<file path="src/verilog/lhcp_pkg.sv">
// package for the line interface host control port
// holds pin bundle layout, frame sizes and serial state encoding
`default_nettype none

package lhcp_pkg;

  localparam int unsigned LHCP_ADDR_W = 8;
  localparam int unsigned LHCP_DATA_W = 8;
  localparam int unsigned LHCP_SYNC_STAGES = 2;

  // serial frame: one read/write bit, then address, then data, msb first
  localparam logic [4:0] LHCP_HDR_BITS = 5'h09;
  localparam logic [4:0] LHCP_FRAME_BITS = 5'h11;
  localparam logic LHCP_SER_READ = 1'h1;

  // static select pin levels
  localparam logic LHCP_IF_SERIAL = 1'h0;
  localparam logic LHCP_STYLE_SINGLE = 1'h0;
  localparam logic LHCP_RW_WRITE = 1'h0;
  localparam logic LHCP_EDGE_RISE = 1'h0;

  localparam logic [LHCP_DATA_W-1:0] LHCP_DATA_RST = 8'h00;
  localparam logic [LHCP_ADDR_W-1:0] LHCP_ADDR_RST = 8'h00;

  // every pin that arrives from the host, as one bundle for synchronising
  typedef struct packed {
    logic cs_n;
    logic if_select;
    logic bus_style_select;
    logic data_strobe_n;
    logic rw_select;
    logic shift_clk;
    logic serial_in;
    logic out_edge_select;
    logic [LHCP_ADDR_W-1:0] addr;
    logic [LHCP_DATA_W-1:0] data;
  } lhcp_pins_t;

  // levels of an idle host; synchroniser resets here so no false select follows reset
  localparam lhcp_pins_t LHCP_PINS_IDLE = '{cs_n: 1'h1, data_strobe_n: 1'h1, rw_select: 1'h1,
    default: '0};

  // user side register access request
  typedef struct packed {
    logic wr;
    logic rd;
    logic [LHCP_ADDR_W-1:0] addr;
    logic [LHCP_DATA_W-1:0] wdata;
  } lhcp_req_t;

  typedef enum logic [1:0] {
    LHCP_SER_IDLE = 2'h0,
    LHCP_SER_HDR = 2'h1,
    LHCP_SER_DATA = 2'h3,
    LHCP_SER_DONE = 2'h2
  } lhcp_ser_state_t;

endpackage : lhcp_pkg

`default_nettype wire

</file>
<file path="src/verilog/lhcp_sync.sv">
// two stage synchroniser for a bundle of asynchronous inputs
// assumes each bit is a level; multi-bit buses must be stable while sampled
`default_nettype none

module lhcp_sync #(
  parameter int unsigned W = 1,
  // idle level of each input, so reset does not look like activity
  parameter logic [W-1:0] RST_VAL = '0
) (
  // clock and reset
  input wire logic clk_sys,
  input wire logic rst_n,
  // async in, synced out
  input wire logic [W-1:0] d_async,
  output logic [W-1:0] q_sync
);

  logic [W-1:0] meta_reg;
  logic [W-1:0] sync_reg;

  // first stage feeds only the second stage
  always_ff @(posedge clk_sys or negedge rst_n) begin
    if (!rst_n) begin
      meta_reg <= RST_VAL;
      sync_reg <= RST_VAL;
    end else begin
      meta_reg <= d_async;
      sync_reg <= meta_reg;
    end
  end

  assign q_sync = sync_reg;

endmodule : lhcp_sync

`default_nettype wire

</file>
<file path="src/verilog/lhcp_host_port.sv">
// host control port: serial or parallel access to device registers
// assumes reg_rdata is combinational from req.addr on clk_sys, and that
// host strobes and shift clock are slow against clk_sys (several cycles per phase)
//
// Behaviour
// - select pin low serial, high parallel
// - serial uses select, clock, in, out, edge
// - parallel non-multiplexed, 8-bit address and data
// - style pin low single strobe, high dual
// - serial input sampled on shift clock rise
// - serial output edge chosen by edge pin
// - single strobe: select 0 write, 1 read
// - read strobe low drives addressed data out
// - write strobe low, device captures data bus
`default_nettype none

module lhcp_host_port
  import lhcp_pkg::*;
(
  // clock and reset
  input wire logic clk_sys,
  input wire logic rst_n,
  // host pins, asynchronous
  input wire lhcp_pins_t pins,
  // serial output pin
  output logic serial_out,
  output logic serial_out_oe,
  // parallel data bus drive
  output logic [LHCP_DATA_W-1:0] data_out,
  output logic data_oe,
  // register access
  output lhcp_req_t req,
  input wire logic [LHCP_DATA_W-1:0] reg_rdata
);

  // ************************************************************
  // input synchronisation
  // ************************************************************

  lhcp_pins_t s;

  lhcp_sync #(
    .W($bits(lhcp_pins_t)),
    .RST_VAL(LHCP_PINS_IDLE)
  ) u_sync (
    .clk_sys(clk_sys),
    .rst_n(rst_n),
    .d_async(pins),
    .q_sync(s)
  );

  logic sclk_d_reg;
  always_ff @(posedge clk_sys or negedge rst_n) begin
    if (!rst_n) begin
      sclk_d_reg <= 1'h0;
    end else begin
      sclk_d_reg <= s.shift_clk;
    end
  end

  logic ser_mode;
  assign ser_mode = (s.if_select == LHCP_IF_SERIAL);
  logic sel;
  assign sel = !s.cs_n;

  logic sclk_rise;
  logic sclk_fall;
  assign sclk_rise = s.shift_clk && !sclk_d_reg;
  assign sclk_fall = !s.shift_clk && sclk_d_reg;

  // ************************************************************
  // parallel access decode
  // ************************************************************

  logic rd_act;
  logic wr_act;
  always_comb begin
    rd_act = 1'h0;
    wr_act = 1'h0;
    if (!ser_mode && sel) begin
      if (s.bus_style_select == LHCP_STYLE_SINGLE) begin
        rd_act = !s.data_strobe_n && (s.rw_select != LHCP_RW_WRITE);
        wr_act = !s.data_strobe_n && (s.rw_select == LHCP_RW_WRITE);
      end else begin
        rd_act = !s.data_strobe_n;
        wr_act = !s.rw_select;
      end
    end
  end

  logic rd_act_reg;
  logic wr_act_reg;
  logic [LHCP_DATA_W-1:0] par_wdata_reg;
  logic [LHCP_ADDR_W-1:0] par_addr_reg;

  always_ff @(posedge clk_sys or negedge rst_n) begin
    if (!rst_n) begin
      rd_act_reg <= 1'h0;
      wr_act_reg <= 1'h0;
    end else begin
      rd_act_reg <= rd_act;
      wr_act_reg <= wr_act;
    end
  end

  // bus sampled every cycle of the write; last value before release wins
  always_ff @(posedge clk_sys or negedge rst_n) begin
    if (!rst_n) begin
      par_wdata_reg <= LHCP_DATA_RST;
      par_addr_reg <= LHCP_ADDR_RST;
    end else if (rd_act || wr_act) begin
      par_addr_reg <= s.addr;
      if (wr_act) begin
        par_wdata_reg <= s.data;
      end
    end
  end

  logic par_rd_start;
  logic par_wr_end;
  assign par_rd_start = rd_act && !rd_act_reg;
  // write commits on strobe release so the data had time to settle
  assign par_wr_end = wr_act_reg && !wr_act;

  // ************************************************************
  // serial frame engine
  // ************************************************************

  lhcp_ser_state_t ser_state_reg;
  logic [4:0] bit_cnt_reg;
  logic [LHCP_DATA_W:0] shin_reg;
  logic ser_read_reg;
  logic [LHCP_ADDR_W-1:0] ser_addr_reg;
  logic ser_active;
  assign ser_active = ser_mode && sel;

  logic ser_hdr_done;
  logic ser_frame_done;
  assign ser_hdr_done = sclk_rise && (ser_state_reg == LHCP_SER_HDR)
    && (bit_cnt_reg == LHCP_HDR_BITS - 5'h01);
  assign ser_frame_done = sclk_rise && (ser_state_reg == LHCP_SER_DATA)
    && (bit_cnt_reg == LHCP_FRAME_BITS - 5'h01);

  always_ff @(posedge clk_sys or negedge rst_n) begin
    if (!rst_n) begin
      ser_state_reg <= LHCP_SER_IDLE;
      bit_cnt_reg <= 5'h00;
      shin_reg <= '0;
      ser_read_reg <= 1'h0;
      ser_addr_reg <= LHCP_ADDR_RST;
    end else if (!ser_active) begin
      // deselect aborts any partial frame
      ser_state_reg <= LHCP_SER_IDLE;
      bit_cnt_reg <= 5'h00;
    end else begin
      case (ser_state_reg)
        LHCP_SER_IDLE: begin
          ser_state_reg <= LHCP_SER_HDR;
          bit_cnt_reg <= 5'h00;
        end
        LHCP_SER_HDR, LHCP_SER_DATA: begin
          if (sclk_rise) begin
            shin_reg <= {shin_reg[LHCP_DATA_W-1:0], s.serial_in};
            bit_cnt_reg <= bit_cnt_reg + 5'h01;
          end
          if (ser_hdr_done) begin
            ser_read_reg <= (shin_reg[LHCP_DATA_W-1] == LHCP_SER_READ);
            ser_addr_reg <= {shin_reg[LHCP_ADDR_W-2:0], s.serial_in};
            ser_state_reg <= LHCP_SER_DATA;
          end
          if (ser_frame_done) begin
            ser_state_reg <= LHCP_SER_DONE;
          end
        end
        LHCP_SER_DONE: begin
          // extra clocks ignored until deselect
          ser_state_reg <= LHCP_SER_DONE;
        end
        default: begin
          ser_state_reg <= LHCP_SER_IDLE;
        end
      endcase
    end
  end

  logic ser_rd_start;
  logic ser_wr_end;
  assign ser_rd_start = ser_active && ser_hdr_done
    && (shin_reg[LHCP_DATA_W-1] == LHCP_SER_READ);
  assign ser_wr_end = ser_active && ser_frame_done && !ser_read_reg;

  // ************************************************************
  // serial output shifter
  // ************************************************************

  logic [LHCP_DATA_W-1:0] shout_reg;
  logic shout_valid_reg;
  logic out_edge;
  logic serial_out_reg;
  logic ser_load_reg;

  // load waits a cycle: reg_rdata follows the new address only once req.rd is out
  always_ff @(posedge clk_sys or negedge rst_n) begin
    if (!rst_n) begin
      ser_load_reg <= 1'h0;
    end else begin
      ser_load_reg <= ser_rd_start;
    end
  end

  assign out_edge = (s.out_edge_select == LHCP_EDGE_RISE) ? sclk_rise : sclk_fall;

  // new bit appears on each active edge after the header; msb first
  always_ff @(posedge clk_sys or negedge rst_n) begin
    if (!rst_n) begin
      shout_reg <= LHCP_DATA_RST;
      shout_valid_reg <= 1'h0;
      serial_out_reg <= 1'h0;
    end else if (!ser_active) begin
      shout_valid_reg <= 1'h0;
      serial_out_reg <= 1'h0;
    end else if (ser_load_reg) begin
      shout_reg <= reg_rdata;
      shout_valid_reg <= 1'h1;
    end else if (out_edge && shout_valid_reg) begin
      serial_out_reg <= shout_reg[LHCP_DATA_W-1];
      shout_reg <= {shout_reg[LHCP_DATA_W-2:0], 1'h0};
    end
  end

  assign serial_out = serial_out_reg;
  assign serial_out_oe = ser_active;

  // ************************************************************
  // register request and parallel read data
  // ************************************************************

  lhcp_req_t req_reg;
  logic [LHCP_DATA_W-1:0] data_out_reg;

  always_ff @(posedge clk_sys or negedge rst_n) begin
    if (!rst_n) begin
      req_reg <= '0;
    end else begin
      req_reg.rd <= par_rd_start || ser_rd_start;
      req_reg.wr <= par_wr_end || ser_wr_end;
      if (ser_wr_end) begin
        req_reg.addr <= ser_addr_reg;
        req_reg.wdata <= {shin_reg[LHCP_DATA_W-2:0], s.serial_in};
      end else if (par_wr_end) begin
        req_reg.addr <= par_addr_reg;
        req_reg.wdata <= par_wdata_reg;
      end else if (par_rd_start) begin
        req_reg.addr <= s.addr;
      end else if (ser_hdr_done) begin
        req_reg.addr <= {shin_reg[LHCP_ADDR_W-2:0], s.serial_in};
      end
    end
  end

  // read data is taken every cycle of the delayed strobe, up to one cycle after the strobe release
  always_ff @(posedge clk_sys or negedge rst_n) begin
    if (!rst_n) begin
      data_out_reg <= LHCP_DATA_RST;
    end else if (rd_act_reg && !ser_mode) begin
      data_out_reg <= reg_rdata;
    end
  end

  // during the strobe, reads address the bus address registered one cycle earlier
  logic [LHCP_ADDR_W-1:0] rd_addr_unused;
  assign rd_addr_unused = par_addr_reg;

  assign req = ser_active ? req_reg : (rd_act ? {req_reg.wr, req_reg.rd, rd_addr_unused,
    req_reg.wdata} : req_reg);
  assign data_out = data_out_reg;
  assign data_oe = rd_act && rd_act_reg;

endmodule : lhcp_host_port

`default_nettype wire

</file>
<file path="config.mk">
export PLATFORM = sky130hd
export DESIGN_NAME = lhcp_host_port
export DESIGN_NICKNAME = d
export VERILOG_FILES = /design/src/verilog/lhcp_pkg.sv /design/src/verilog/lhcp_sync.sv /design/src/verilog/lhcp_host_port.sv
export SDC_FILE = /design/constraint.sdc
export NUM_CORES = 1
export LEC_CHECK = 0
export BUFFER_PORTS_ARGS = -buffer_cell sky130_fd_sc_hd__buf_2
export CORE_AREA = 10 10 101 103
export DETAILED_ROUTE_END_ITERATION = 12
export DIE_AREA = 0 0 111 113
export PLACE_DENSITY_LB_ADDON = 0.2
export SYNTH_ARGS = -nofsm -noshare
export SYNTH_HDL_FRONTEND = slang
export SYNTH_SLANG_ARGS = --single-unit
export TNS_END_PERCENT = 1
</file>
<file path="constraint.sdc">
create_clock -name clk_sys -period 4.7 [get_ports clk_sys]
set_input_delay 0.94 -clock clk_sys [delete_from_list [all_inputs] [get_ports clk_sys]]
set_output_delay 0.94 -clock clk_sys [all_outputs]
set_load 0.01 [all_outputs]
</file>
* Yosys cells after proc, flatten, opt, wreduce, memory -nomap -nowiden
Index checks and enable logic that the tools add are counted.
** Operators by class
- Equality and inequality tests :: 11
- Reductions and logical operators :: 41
- Muxes and demuxes :: 26
- $add $sub $neg :: 1
- Bitwise gates (word level) :: 2
** Operators with widths (number)
- 16-bit 2-to-1 mux :: 3
- 8-bit 2-to-1 mux :: 6
- 1-bit logical AND :: 19
- 1-bit 2-to-1 mux :: 10
- 5-bit 2-to-1 mux :: 2
- 5-bit one-hot mux with 2 select lines :: 1
- 1-bit logical NOT :: 8
- 2-bit AND reduction :: 4
- 2-bit 2-to-1 mux :: 3
- 2-bit one-hot mux with 3 select lines :: 1
- 3-bit AND reduction :: 2
- 5-bit by 1-bit adder with 5-bit output, second input constant :: 1
- 5-bit by 4-bit equality test with 1-bit output, second input constant :: 1
- 5-bit equality test, second input constant :: 1
- 2-bit equality test, second input constant :: 2
- 2-bit by 1-bit != test with 1-bit output, second input constant :: 2
- 4-bit != test, second input constant :: 1
- 2-bit nonzero test :: 2
- 4-bit nonzero test :: 1
- 1-bit logical OR :: 3
- 3-bit by 1-bit != test with 1-bit output, second input constant :: 1
- 3-bit != test, second input constant :: 1
- 2-bit by 1-bit equality test with 1-bit output, second input constant :: 1
- 2-bit logical NOT :: 1
- 3 further kinds :: 4
** Storage, ports and cells
- Output and inout bits :: 29
- Word-level logic and storage cells :: 102
- Bits of input ports :: 34
- Register bits :: 128

* Depth between registers and ports, before layout
Gate-level depths: netlist of run 1.
- Word-level depth :: 8
- Mapped depth :: 8
- Gate-level depth less buffers :: 7

* By module
Synthesis of run 1 repeated with hierarchy kept, for this count alone.
** Second synthesis, totals
- Cell total of the unflattened synthesis :: 361
- Area total of the unflattened synthesis :: 4938.5 um2
** Modules (own cells, without submodules)
- lhcp_host_port :: cells an instance 313, times used 1, area each 3729.8 um2, seq. area each 2001.9 um2
- lhcp_sync :: cells an instance 48, times used 1, area each 1208.7 um2, seq. area each 1208.7 um2

* Worst setup path after synthesis of run 1
Ideal clock, no wire load.
- Kind :: reg-to-output
- Start :: register u_sync.sync_reg[19] (netlist: u_sync.q_sync[19])
- End :: output port req[10] (netlist name)
- Arrival time :: 1530 ps
- Cell stages (with the launch flop) :: 5
- Data required time :: 3760 ps
- Setup slack :: 2230 ps
- Buffers on the path :: 1
- Cells stage by stage :: dfstp_2 > nor2_1 > nor3_1 > clkbuf_1 > mux2_2
** RTL lines
- start: declaration :: RTL line lhcp_sync.sv:19 : logic [W-1:0] sync_reg;
- start signal: assignment :: RTL line lhcp_sync.sv:28 : sync_reg <= meta_reg;
- end: declaration :: RTL line lhcp_host_port.sv:32 : output lhcp_req_t req,

==> summary.txt, run 1 <==
outcome -> finished clean
GPL Wtd Cong -> 0.815
RSZ-0062 raised after global routing -> no
R2R Setup Slk -> 2.16 ns
hold depth -> 0
port bufs -> 62
Yosys top cell area share -> 0.619
reg2reg start -> sclk_d_reg$_DFF_PN0_
Clk Latency, worst-skew pair -> 0.52 ns
# resized after CTS -> 0
Clock Pin Slew Worst Setup and Hold Paths -> 0.06 ns
sequential element share of the synthesized area -> 0.651
htree depth -> 4
R2R cell count -> 5
vias in the first global route -> 3229
initial drt markers -> 117
CP max FO -> 6
end of the worst register-to-register path -> ser_addr_reg[3]$_DFFE_PN0P_
Cell variety after synth -> 43
Rows -> 33
Mapped Area -> 0.00493 mm^2
residual DRC count -> 0
crit path DAT -> 2.54 ns
via count -> 3072
# diodes -> 0
crit path kind -> reg2out
Starting Density -> 0.606
min-delay src -> u_sync.meta_reg[12]$_DFF_PN0_
register bit total from synthesis -> 128
# nets final -> 482
initial antenna violation count -> 0
share of post-route cells with drive strength above 1 -> 0.336
Syn. warnings -> 0
most frequent cells in the layout -> 122 x dfrtp_1, 61 x buf_2, 45 x nand2_1, 40 x mux2_2, 26 x o21ai_0
CTS tree -> done
clock tree root driver cell -> clkbuf_8
Peak VDD IR -> 0.302 mV
vias per cell -> 5.45
Finished Layout Cells -> 564
Rel. slew slack -> 0.300
Die Y -> 113 um
Pins Over Slew Limit -> 0
WHS Endpoint -> u_sync.q_sync[12]$_DFF_PN0_
area grow syn2layout -> 18.8%
ANT nets after route -> 0
Pwr Total -> 2.83 mW
Hold-fix buffers, CTS -> 0
CTS Sinks -> 128
final setup fails -> 0
final hold viol count -> 0
hold slack final -> 0.348 ns
Avg Cell Area, Syn -> 12.8 um^2
LEAKAGE -> 2.85 nW
most common cell after layout, fill and taps aside -> dfrtp_1
ys flop type -> dfrtp_1
fin crit share -> 0.740
setup TNS -> 0 ns
clock buffer count from CTS -> 17
Detail Placement HPWL -> 6380 um
Async SR Flop Fraction -> 1.00
Post-Place Cell Area -> 0.00527 mm^2
postcts setup bufs -> 0
number of synthesized flops with an enable pin -> 0
Max-Cap Viols -> 0
top cells by area, synth -> dfrtp_1 62%, mux2_2 9.1%, mux2i_1 4.7%, nand2_1 3.4%, dfstp_2 3.2%
PD cells -> 484 mW/mm^2
Die Area -> 0.0125 mm^2
core area -> 0.00813 mm^2
Critical Path Source Type -> register
worst-margin pin slew -> 1.04 ns
total wire length -> 9550 um
placed cell count -> 532
Peak Freq -> 0.288 GHz
Cells after Synth -> 384
crit path capture type -> output pin
global-route wire length before repair -> 16100 um
Boundary Pins -> 63
Die W -> 111 um
mean routed wirelength per cell -> 16.9 um
largest net degree at the start of global routing -> 81
fin area -> 0.00586 mm^2
total gr overflow -> 0
cell taking the most area after synthesis -> dfrtp_1
Setup Skew -> 0.00713 ns
Post-Syn Nets -> 420
Clock Path Buffers -> 2
clock period minus final worst setup slack -> 3.48 ns
HP Class -> reg2reg
drt first pass iters -> 5
GRT Util Overall -> 0.159
Crit path required time -> 3.76 ns
[worst max path at each step]
stage	startpoint	endpoint	slack (ns)	cells past startpoint
4_1_cts	u_sync.q_sync[19]$_DFF_PN1_	req[11]	1.12	5
6_report	u_sync.q_sync[19]$_DFF_PN1_	req[11]	1.22	5
5_1_grt	u_sync.q_sync[19]$_DFF_PN1_	req[11]	1.03	5
3_5_place_dp	u_sync.q_sync[19]$_DFF_PN1_	req[11]	1.69	5
2_1_floorplan	u_sync.q_sync[19]$_DFF_PN1_	req[10]	2.23	4
3_3_place_gp	u_sync.q_sync[19]$_DFF_PN1_	req[11]	1.75	5
[worst max-delay path, cell delays in order (launching register included)]
cell and delay (ns):
dfstp_2 0.57, nor2_1 0.07, nor3_1 0.59, buf_4 0.29, mux2_2 0.36, buf_2 0.15
[report_power, final]
group	leakage [nW]	switching, mW	total, mW	internal [mW]
logic	1.03	0.142	0.284	0.141
clock network	0.271	0.492	1.27	0.774
registers	1.54	0.0650	1.28	1.22
total	2.85	0.699	2.83	2.13
[routing by layer]
metal | GRT usage | vias to the layer above | routed length (um)
li1 | - | 1440 | -
met1 | 0.193 | 1552 | 4210
met2 | 0.258 | 68 | 4810
met3 | 0.0586 | 12 | 414
met4 | 0.0530 | 0 | 113
met5 | 0 | - | 0
[through the flow]
stage	worst slack [ns]	utilization
after CTS	1.12	0.720
after detailed placement	1.69	0.648
after global placement	1.75	0.648
final	1.22	0.720
after global routing	1.03	0.720
after floorplan	2.23	-
[kinds of logic after synthesis]
kind of cell	synth area share
flip-flops	0.651
AND/OR/NAND/NOR	0.0954
multiplexers	0.138
AO/OA/AOI/OAI	0.0733
buffers and inverters	0.0370
adder cells (fa/ha/maj)	0.00507
[cell usage after synthesis (all sizes together), types with 3 or more instances]
cell and count:
dfrtp 122, inv 7, and2 3, a21o 7, mux2i 23, nand3 3
clkbuf 4, a31oi 9, nand2 45, nor2 25, dfstp 6, mux2 40
a21oi 13, o21ai 26, buf 21, nand4 3
[cell type report]
type,instances,area [um^2]
multi-input combinational,224,1550
sequential,128,3210
tap,105,131
clock buffer,18,428
clock inverter,14,155
inverter,7,26.3
timing repair buffer,68,358
fill,550,2280
No activity file was read; power rests on OpenSTA's default activity.
==> run 2: changes to the inputs <==
--- a/config.mk
+++ b/config.mk
@@ -5,10 +5,11 @@
 export SDC_FILE = /design/constraint.sdc
 export NUM_CORES = 1
 export LEC_CHECK = 0
+export ABC_AREA = 1
 export BUFFER_PORTS_ARGS = -buffer_cell sky130_fd_sc_hd__buf_2
-export CORE_AREA = 10 10 101 103
+export CORE_AREA = 10 10 105 107
 export DETAILED_ROUTE_END_ITERATION = 12
-export DIE_AREA = 0 0 111 113
+export DIE_AREA = 0 0 115 117
 export PLACE_DENSITY_LB_ADDON = 0.2
 export SYNTH_ARGS = -nofsm -noshare
 export SYNTH_HDL_FRONTEND = slang
==> constraint.sdc (replaced) <==
create_clock -name clk_sys -period 3.2 [get_ports clk_sys]
set_input_delay 0.64 -clock clk_sys [delete_from_list [all_inputs] [get_ports clk_sys]]
set_output_delay 0.64 -clock clk_sys [all_outputs]
set_load 0.01 [all_outputs]
==> run 2 against run 1 <==
Effect of this change:
- utilization decreased by 6.1 points
- critical endpoint is now req[10]
- flip-flop and latch count unchanged
- power increased by 43%
- setup slack got worse by 0.82 ns
- critical path depth unchanged
- first-iteration DRC count increased by 110%
- area after synthesis increased by 1.7%
- cell count increased by 23%
==> summary.txt, run 2 <==
Syn. warnings -> 0
count leader, synth -> nand2_1
vias per cell -> 5.17
Cells after Synth -> 510
Comb power frac -> 0.089
Setup Skew -> 0.00726 ns
core area -> 0.00902 mm^2
initial drt markers -> 246
Worst path top cell family by delay -> simple AND/OR/NAND/NOR gates
fin crit share -> 0.875
residual DRC count -> 0
initial antenna violation count -> 0
Boundary Pins -> 63
Yosys top cell area share -> 0.609
sequential share of power -> 0.451
Die W -> 115 um
Clock Path Buffers -> 2
Buf/Inv on CP -> 1
switching power -> 962 uW
hold slack final -> 0.125 ns
final hold viol count -> 0
Max-Cap Viols -> 0
crit path DAT -> 2.16 ns
drt first pass iters -> 5
cell taking the most area after synthesis -> dfrtp_1
sequential element share of the synthesized area -> 0.640
# nets final -> 607
ANT nets after route -> 0
outcome -> finished clean
global-route wire length before repair -> 17200 um
LEAKAGE -> 2.95 nW
crit path capture type -> output pin
via count -> 3594
Rows -> 35
Largest stage delay, worst path -> 0.52 ns
Mapped Area -> 0.00501 mm^2
switching share of total power -> 0.237
Die Area -> 0.0135 mm^2
Rel. slew slack -> 0.471
Clock Pin Slew Worst Setup and Hold Paths -> 0.06 ns
Cell variety after synth -> 31
clock buffer count from CTS -> 17
Critical Path Source Type -> register
# diodes -> 0
Pint -> 3.10 mW
Avg Cell Area, Syn -> 9.83 um^2
most common cell after layout, fill and taps aside -> nand2_1
GRT Util Overall -> 0.163
Clk Latency, worst-skew pair -> 0.51 ns
mean routed wirelength per cell -> 14.8 um
clock period minus final worst setup slack -> 2.80 ns
reg2reg start -> u_sync.q_sync[23]$_DFF_PN1_
area grow syn2layout -> 18.5%
Crit path required time -> 2.56 ns
HP Class -> in2async
clock tree root driver cell -> clkbuf_8
top cells by area, synth -> dfrtp_1 61%, nand2_1 11%, o21ai_0 6.5%, inv_1 3.9%, dfstp_2 3.1%
vias in the first global route -> 3667
setup TNS -> 0 ns
total gr overflow -> 0
register bit total from synthesis -> 128
share of post-route cells with drive strength above 1 -> 0.216
most frequent cells in the layout -> 150 x nand2_1, 122 x dfrtp_1, 65 x o21ai_0, 61 x buf_2, 52 x inv_1
CTS Sinks -> 128
port bufs -> 62
PD cells -> 683 mW/mm^2
Die Y -> 117 um
Clock power frac -> 0.459
number of synthesized flops with an enable pin -> 0
CTS tree -> done
CP startpoint -> u_sync.q_sync[19]$_DFF_PN1_
Pins Over Slew Limit -> 0
Peak Freq -> 0.357 GHz
CP max FO -> 19
final setup fails -> 0
total wire length -> 10300 um
crit path kind -> reg2out
Detail Placement HPWL -> 6790 um
Util after Layout -> 0.659
Slowest cell on crit path -> dfstp_2
Starting Density -> 0.556
CP Cell Sequence -> nor2_1 > nor2_1 > nand2_1 > o21ai_0 > buf_2
worst-margin pin slew -> 0.793 ns
Crit path top cell by count -> nor2_1
htree depth -> 4
RSZ-0062 raised after global routing -> no
Post-synth top cells -> 150 x nand2_1, 122 x dfrtp_1, 65 x o21ai_0
number of fill cells -> 723
postcts setup bufs -> 0
largest net degree at the start of global routing -> 48
Async SR Flop Fraction -> 1.00
# resized after CTS -> 0
GPL Wtd Cong -> 0.783
Post-Syn Nets -> 546
Peak VDD IR -> 0.390 mV
ys flop type -> dfrtp_1
Hold-fix buffers, CTS -> 0
-- run 2: routing by layer --
metal,up-vias,GRT usage,routed length [um]
met5,-,0,0
met3,13,0.0576,585
met1,1759,0.186,4280
met4,0,0.0553,114
li1,1728,-,-
met2,94,0.278,5340
-- run 2: area by class of cell --
cell class | count | area, um^2 | share of cell area
clock buffers | 23 | 477 | 0.0802
clock inverters | 9 | 106 | 0.0179
inverters | 56 | 210 | 0.0354
multi-input cells | 303 | 1450 | 0.244
flip-flops and latches | 128 | 3210 | 0.540
well taps | 111 | 139 | 0.0234
repair buffers | 65 | 348 | 0.0586
-- run 2: cells by family after synthesis --
group | count (synthesis) | share of synthesized area
AND/OR/NAND/NOR | 208 | 0.174
buffers and inverters | 79 | 0.0704
AO/OA/AOI/OAI | 85 | 0.0918
adder cells (fa/ha/maj) | 2 | 0.00499
multiplexers | 8 | 0.0180
flip-flops | 128 | 0.640
-- run 2: final timing paths --
path	slack [ns]	endpoint	depth (start not counted)
worst max-delay path	0.40	req[10]	5
worst max register to register	1.01	req_reg[2]$_DFFE_PN0P_	6
min in group clk_sys	0.22	u_sync.meta_reg[23]$_DFF_PN1_	1
worst min register to register	0.35	u_sync.q_sync[15]$_DFF_PN0_	0
worst min-delay path	0.13	data_out[7]$_DFFE_PN0P_	1
max in group asynchronous	2.34	par_addr_reg[2]$_DFFE_PN0P_	2
-- run 2: power groups by stage --
stage               combinational [mW]  clock [mW]  sequential, mW
floorplan                        0.225           0            1.85
global placement                 0.360           0            1.86
detailed placement               0.370           0            1.86
CTS                              0.375        1.89            1.83
global route                     0.418        1.96            1.85
finish                           0.363        1.86            1.83
-- run 2: metrics by stage --
stage	cell area, um^2	instances	power (mW)	setup WS (ns)
2_1_floorplan	5010	510	2.08	1.16
3_3_place_gp	5360	663	2.21	1.01
3_5_place_dp	5360	663	2.23	0.955
4_1_cts	5940	695	4.10	0.383
5_1_grt	5940	695	4.23	0.157
6_report	5940	695	4.06	0.401
==> run 3: changes to the inputs <==
--- a/config.mk
+++ b/config.mk
@@ -5,11 +5,10 @@
 export SDC_FILE = /design/constraint.sdc
 export NUM_CORES = 1
 export LEC_CHECK = 0
-export ABC_AREA = 1
 export BUFFER_PORTS_ARGS = -buffer_cell sky130_fd_sc_hd__buf_2
-export CORE_AREA = 10 10 105 107
+export CORE_AREA = 10 10 143 79
 export DETAILED_ROUTE_END_ITERATION = 12
-export DIE_AREA = 0 0 115 117
+export DIE_AREA = 0 0 153 89
 export PLACE_DENSITY_LB_ADDON = 0.2
 export SYNTH_ARGS = -nofsm -noshare
 export SYNTH_HDL_FRONTEND = slang
==> run 3 against run 2 <==
Effect of this change:
- combinational power increased by 17%
- critical path depth unchanged
- routed wire length fell by 2.8%
- design area is 0.34% lower
- first-iteration DRC count shrank 14%
- flip-flop and latch count did not move
- via count shrank 14%
- cell count down 16%
- clock skew is essentially flat
- non-clock buffer count rose by 5
- sequential share of layout area is 0.18 points higher
- largest cell class unchanged
==> summary.txt, run 3 (synthesis results as in run 1) <==
worst-margin pin slew -> 0.687 ns
crit path kind -> reg2out
LEAKAGE -> 2.87 nW
total gr overflow -> 0
Largest stage delay, worst path -> 0.57 ns
Starting Density -> 0.547
setup TNS -> 0 ns
Die Y -> 89 um
Critical Path Source Type -> register
crit path capture type -> output pin
Rel. slew slack -> 0.541
fin crit share -> 0.808
outcome -> finished clean
Detail Placement HPWL -> 6890 um
Boundary Pins -> 63
PD cells -> 713 mW/mm^2
vias per cell -> 5.30
# nets final -> 484
largest net degree at the start of global routing -> 56
final setup fails -> 0
most frequent cells in the layout -> 122 x dfrtp_1, 61 x buf_2, 45 x nand2_1, 40 x mux2_2, 26 x o21ai_0
Worst path top cell family by delay -> flip-flops
Rows -> 25
footprint of the multi-input gates -> 0.00155 mm^2
crit path DAT -> 1.95 ns
htree depth -> 4
GRT Util Overall -> 0.158
share of post-route cells with drive strength above 1 -> 0.338
Buf/Inv on CP -> 2
vias in the first global route -> 3353
Util after Layout -> 0.657
clock period minus final worst setup slack -> 2.59 ns
CTS tree -> done
port bufs -> 62
Clk Latency, worst-skew pair -> 0.41 ns
Hold-fix buffers, CTS -> 0
Setup Skew -> 0.00708 ns
drt first pass iters -> 4
initial antenna violation count -> 0
Pins Over Slew Limit -> 0
HP Class -> in2async
RSZ-0062 raised after global routing -> no
clock buffer count from CTS -> 17
via count -> 3087
# diodes -> 0
Die Area -> 0.0136 mm^2
Clock Path Buffers -> 2
postcts setup bufs -> 0
GPL Wtd Cong -> 0.777
number of fill cells -> 683
core area -> 0.00901 mm^2
Peak VDD IR -> 0.435 mV
CTS Sinks -> 128
mean routed wirelength per cell -> 17.2 um
Die W -> 153 um
Slowest cell on crit path -> dfstp_2
CP Cell Sequence -> nor2_1 > nor3_1 > buf_4 > mux2_2 > buf_2
Register Area -> 0.00321 mm^2
most common cell after layout, fill and taps aside -> dfrtp_1
CP max FO -> 11
# resized after CTS -> 0
Peak Freq -> 0.387 GHz
residual DRC count -> 0
global-route wire length before repair -> 17100 um
initial drt markers -> 211
area grow syn2layout -> 20.1%
total wire length -> 10000 um
ANT nets after route -> 0
Clock Pin Slew Worst Setup and Hold Paths -> 0.05 ns
Max-Cap Viols -> 0
clock tree root driver cell -> clkbuf_16
Crit path required time -> 2.56 ns
final hold viol count -> 0
-- run 3: changes by cell type in the layout (fill, tap and decap cells not counted), moves of 10 or more --
| cell | before | now |
|---|---|---|
| o21ai_0 | 65 | 26 |
| inv_1 | 52 | 7 |
| nand2_1 | 150 | 45 |
| mux2_2 | 8 | 40 |
| mux2i_1 | 0 | 23 |
| nor2_1 | 34 | 24 |
-- run 3: area by class of cell --
class / instances / area share
well taps: 121 / 0.0256
clock inverters: 12 / 0.0226
multi-input cells: 224 / 0.261
flip-flops and latches: 128 / 0.542
repair buffers: 70 / 0.0651
clock buffers: 20 / 0.0788
inverters: 7 / 0.00444
-- run 3: final timing paths --
check / endpoint / startpoint / slack [ns] / cells past startpoint
worst max register to register: ser_addr_reg[0]$_DFFE_PN0P_ / sclk_d_reg$_DFF_PN0_ / 0.90 / 6
worst max-delay path: req[15] / u_sync.q_sync[19]$_DFF_PN1_ / 0.61 / 5
worst min-delay path: u_sync.q_sync[5]$_DFF_PN0_ / rst_n / 0.23 / 1
max in group asynchronous: req_reg[12]$_DFFE_PN0P_ / rst_n / 2.17 / 2
worst min register to register: u_sync.q_sync[9]$_DFF_PN0_ / u_sync.meta_reg[9]$_DFF_PN0_ / 0.35 / 0
min in group clk_sys: u_sync.meta_reg[23]$_DFF_PN1_ / pins[23] / 0.33 / 1
-- run 3: power breakdown --
group | switching (mW) | total (mW) | internal [mW]
logic | 0.214 | 0.424 | 0.210
clock network | 0.699 | 1.91 | 1.21
registers | 0.0984 | 1.89 | 1.79
total | 1.01 | 4.22 | 3.21
-- run 3: worst register-to-register path, delay by kind of cell, from the launching register on --
family / cells / cell delay, ns
buf+inv: 1 / 0.18
flops: 1 / 0.39
simple gates: 4 / 1.20
mux: 1 / 0.40
-- run 3: per-layer routing --
metal	vias up	routed length, um	track usage
met4	0	111	0.0534
met1	1551	4790	0.211
met2	77	4530	0.240
met5	-	0	0
li1	1448	-	-
met3	11	593	0.0528
-- run 3: through the flow --
stage / power, mW / std cells / area, um^2 / hold WS [ns] / worst slack [ns]
global route: 4.42 / 582 / 5920 / 0.265 / 0.530
floorplan: 2.18 / 384 / 4930 / 0.331 / 1.03
detailed placement: 2.35 / 550 / 5320 / 0.336 / 0.966
CTS: 4.27 / 582 / 5920 / 0.244 / 0.588
global placement: 2.33 / 550 / 5320 / 0.332 / 0.992
finish: 4.22 / 582 / 5920 / 0.226 / 0.613
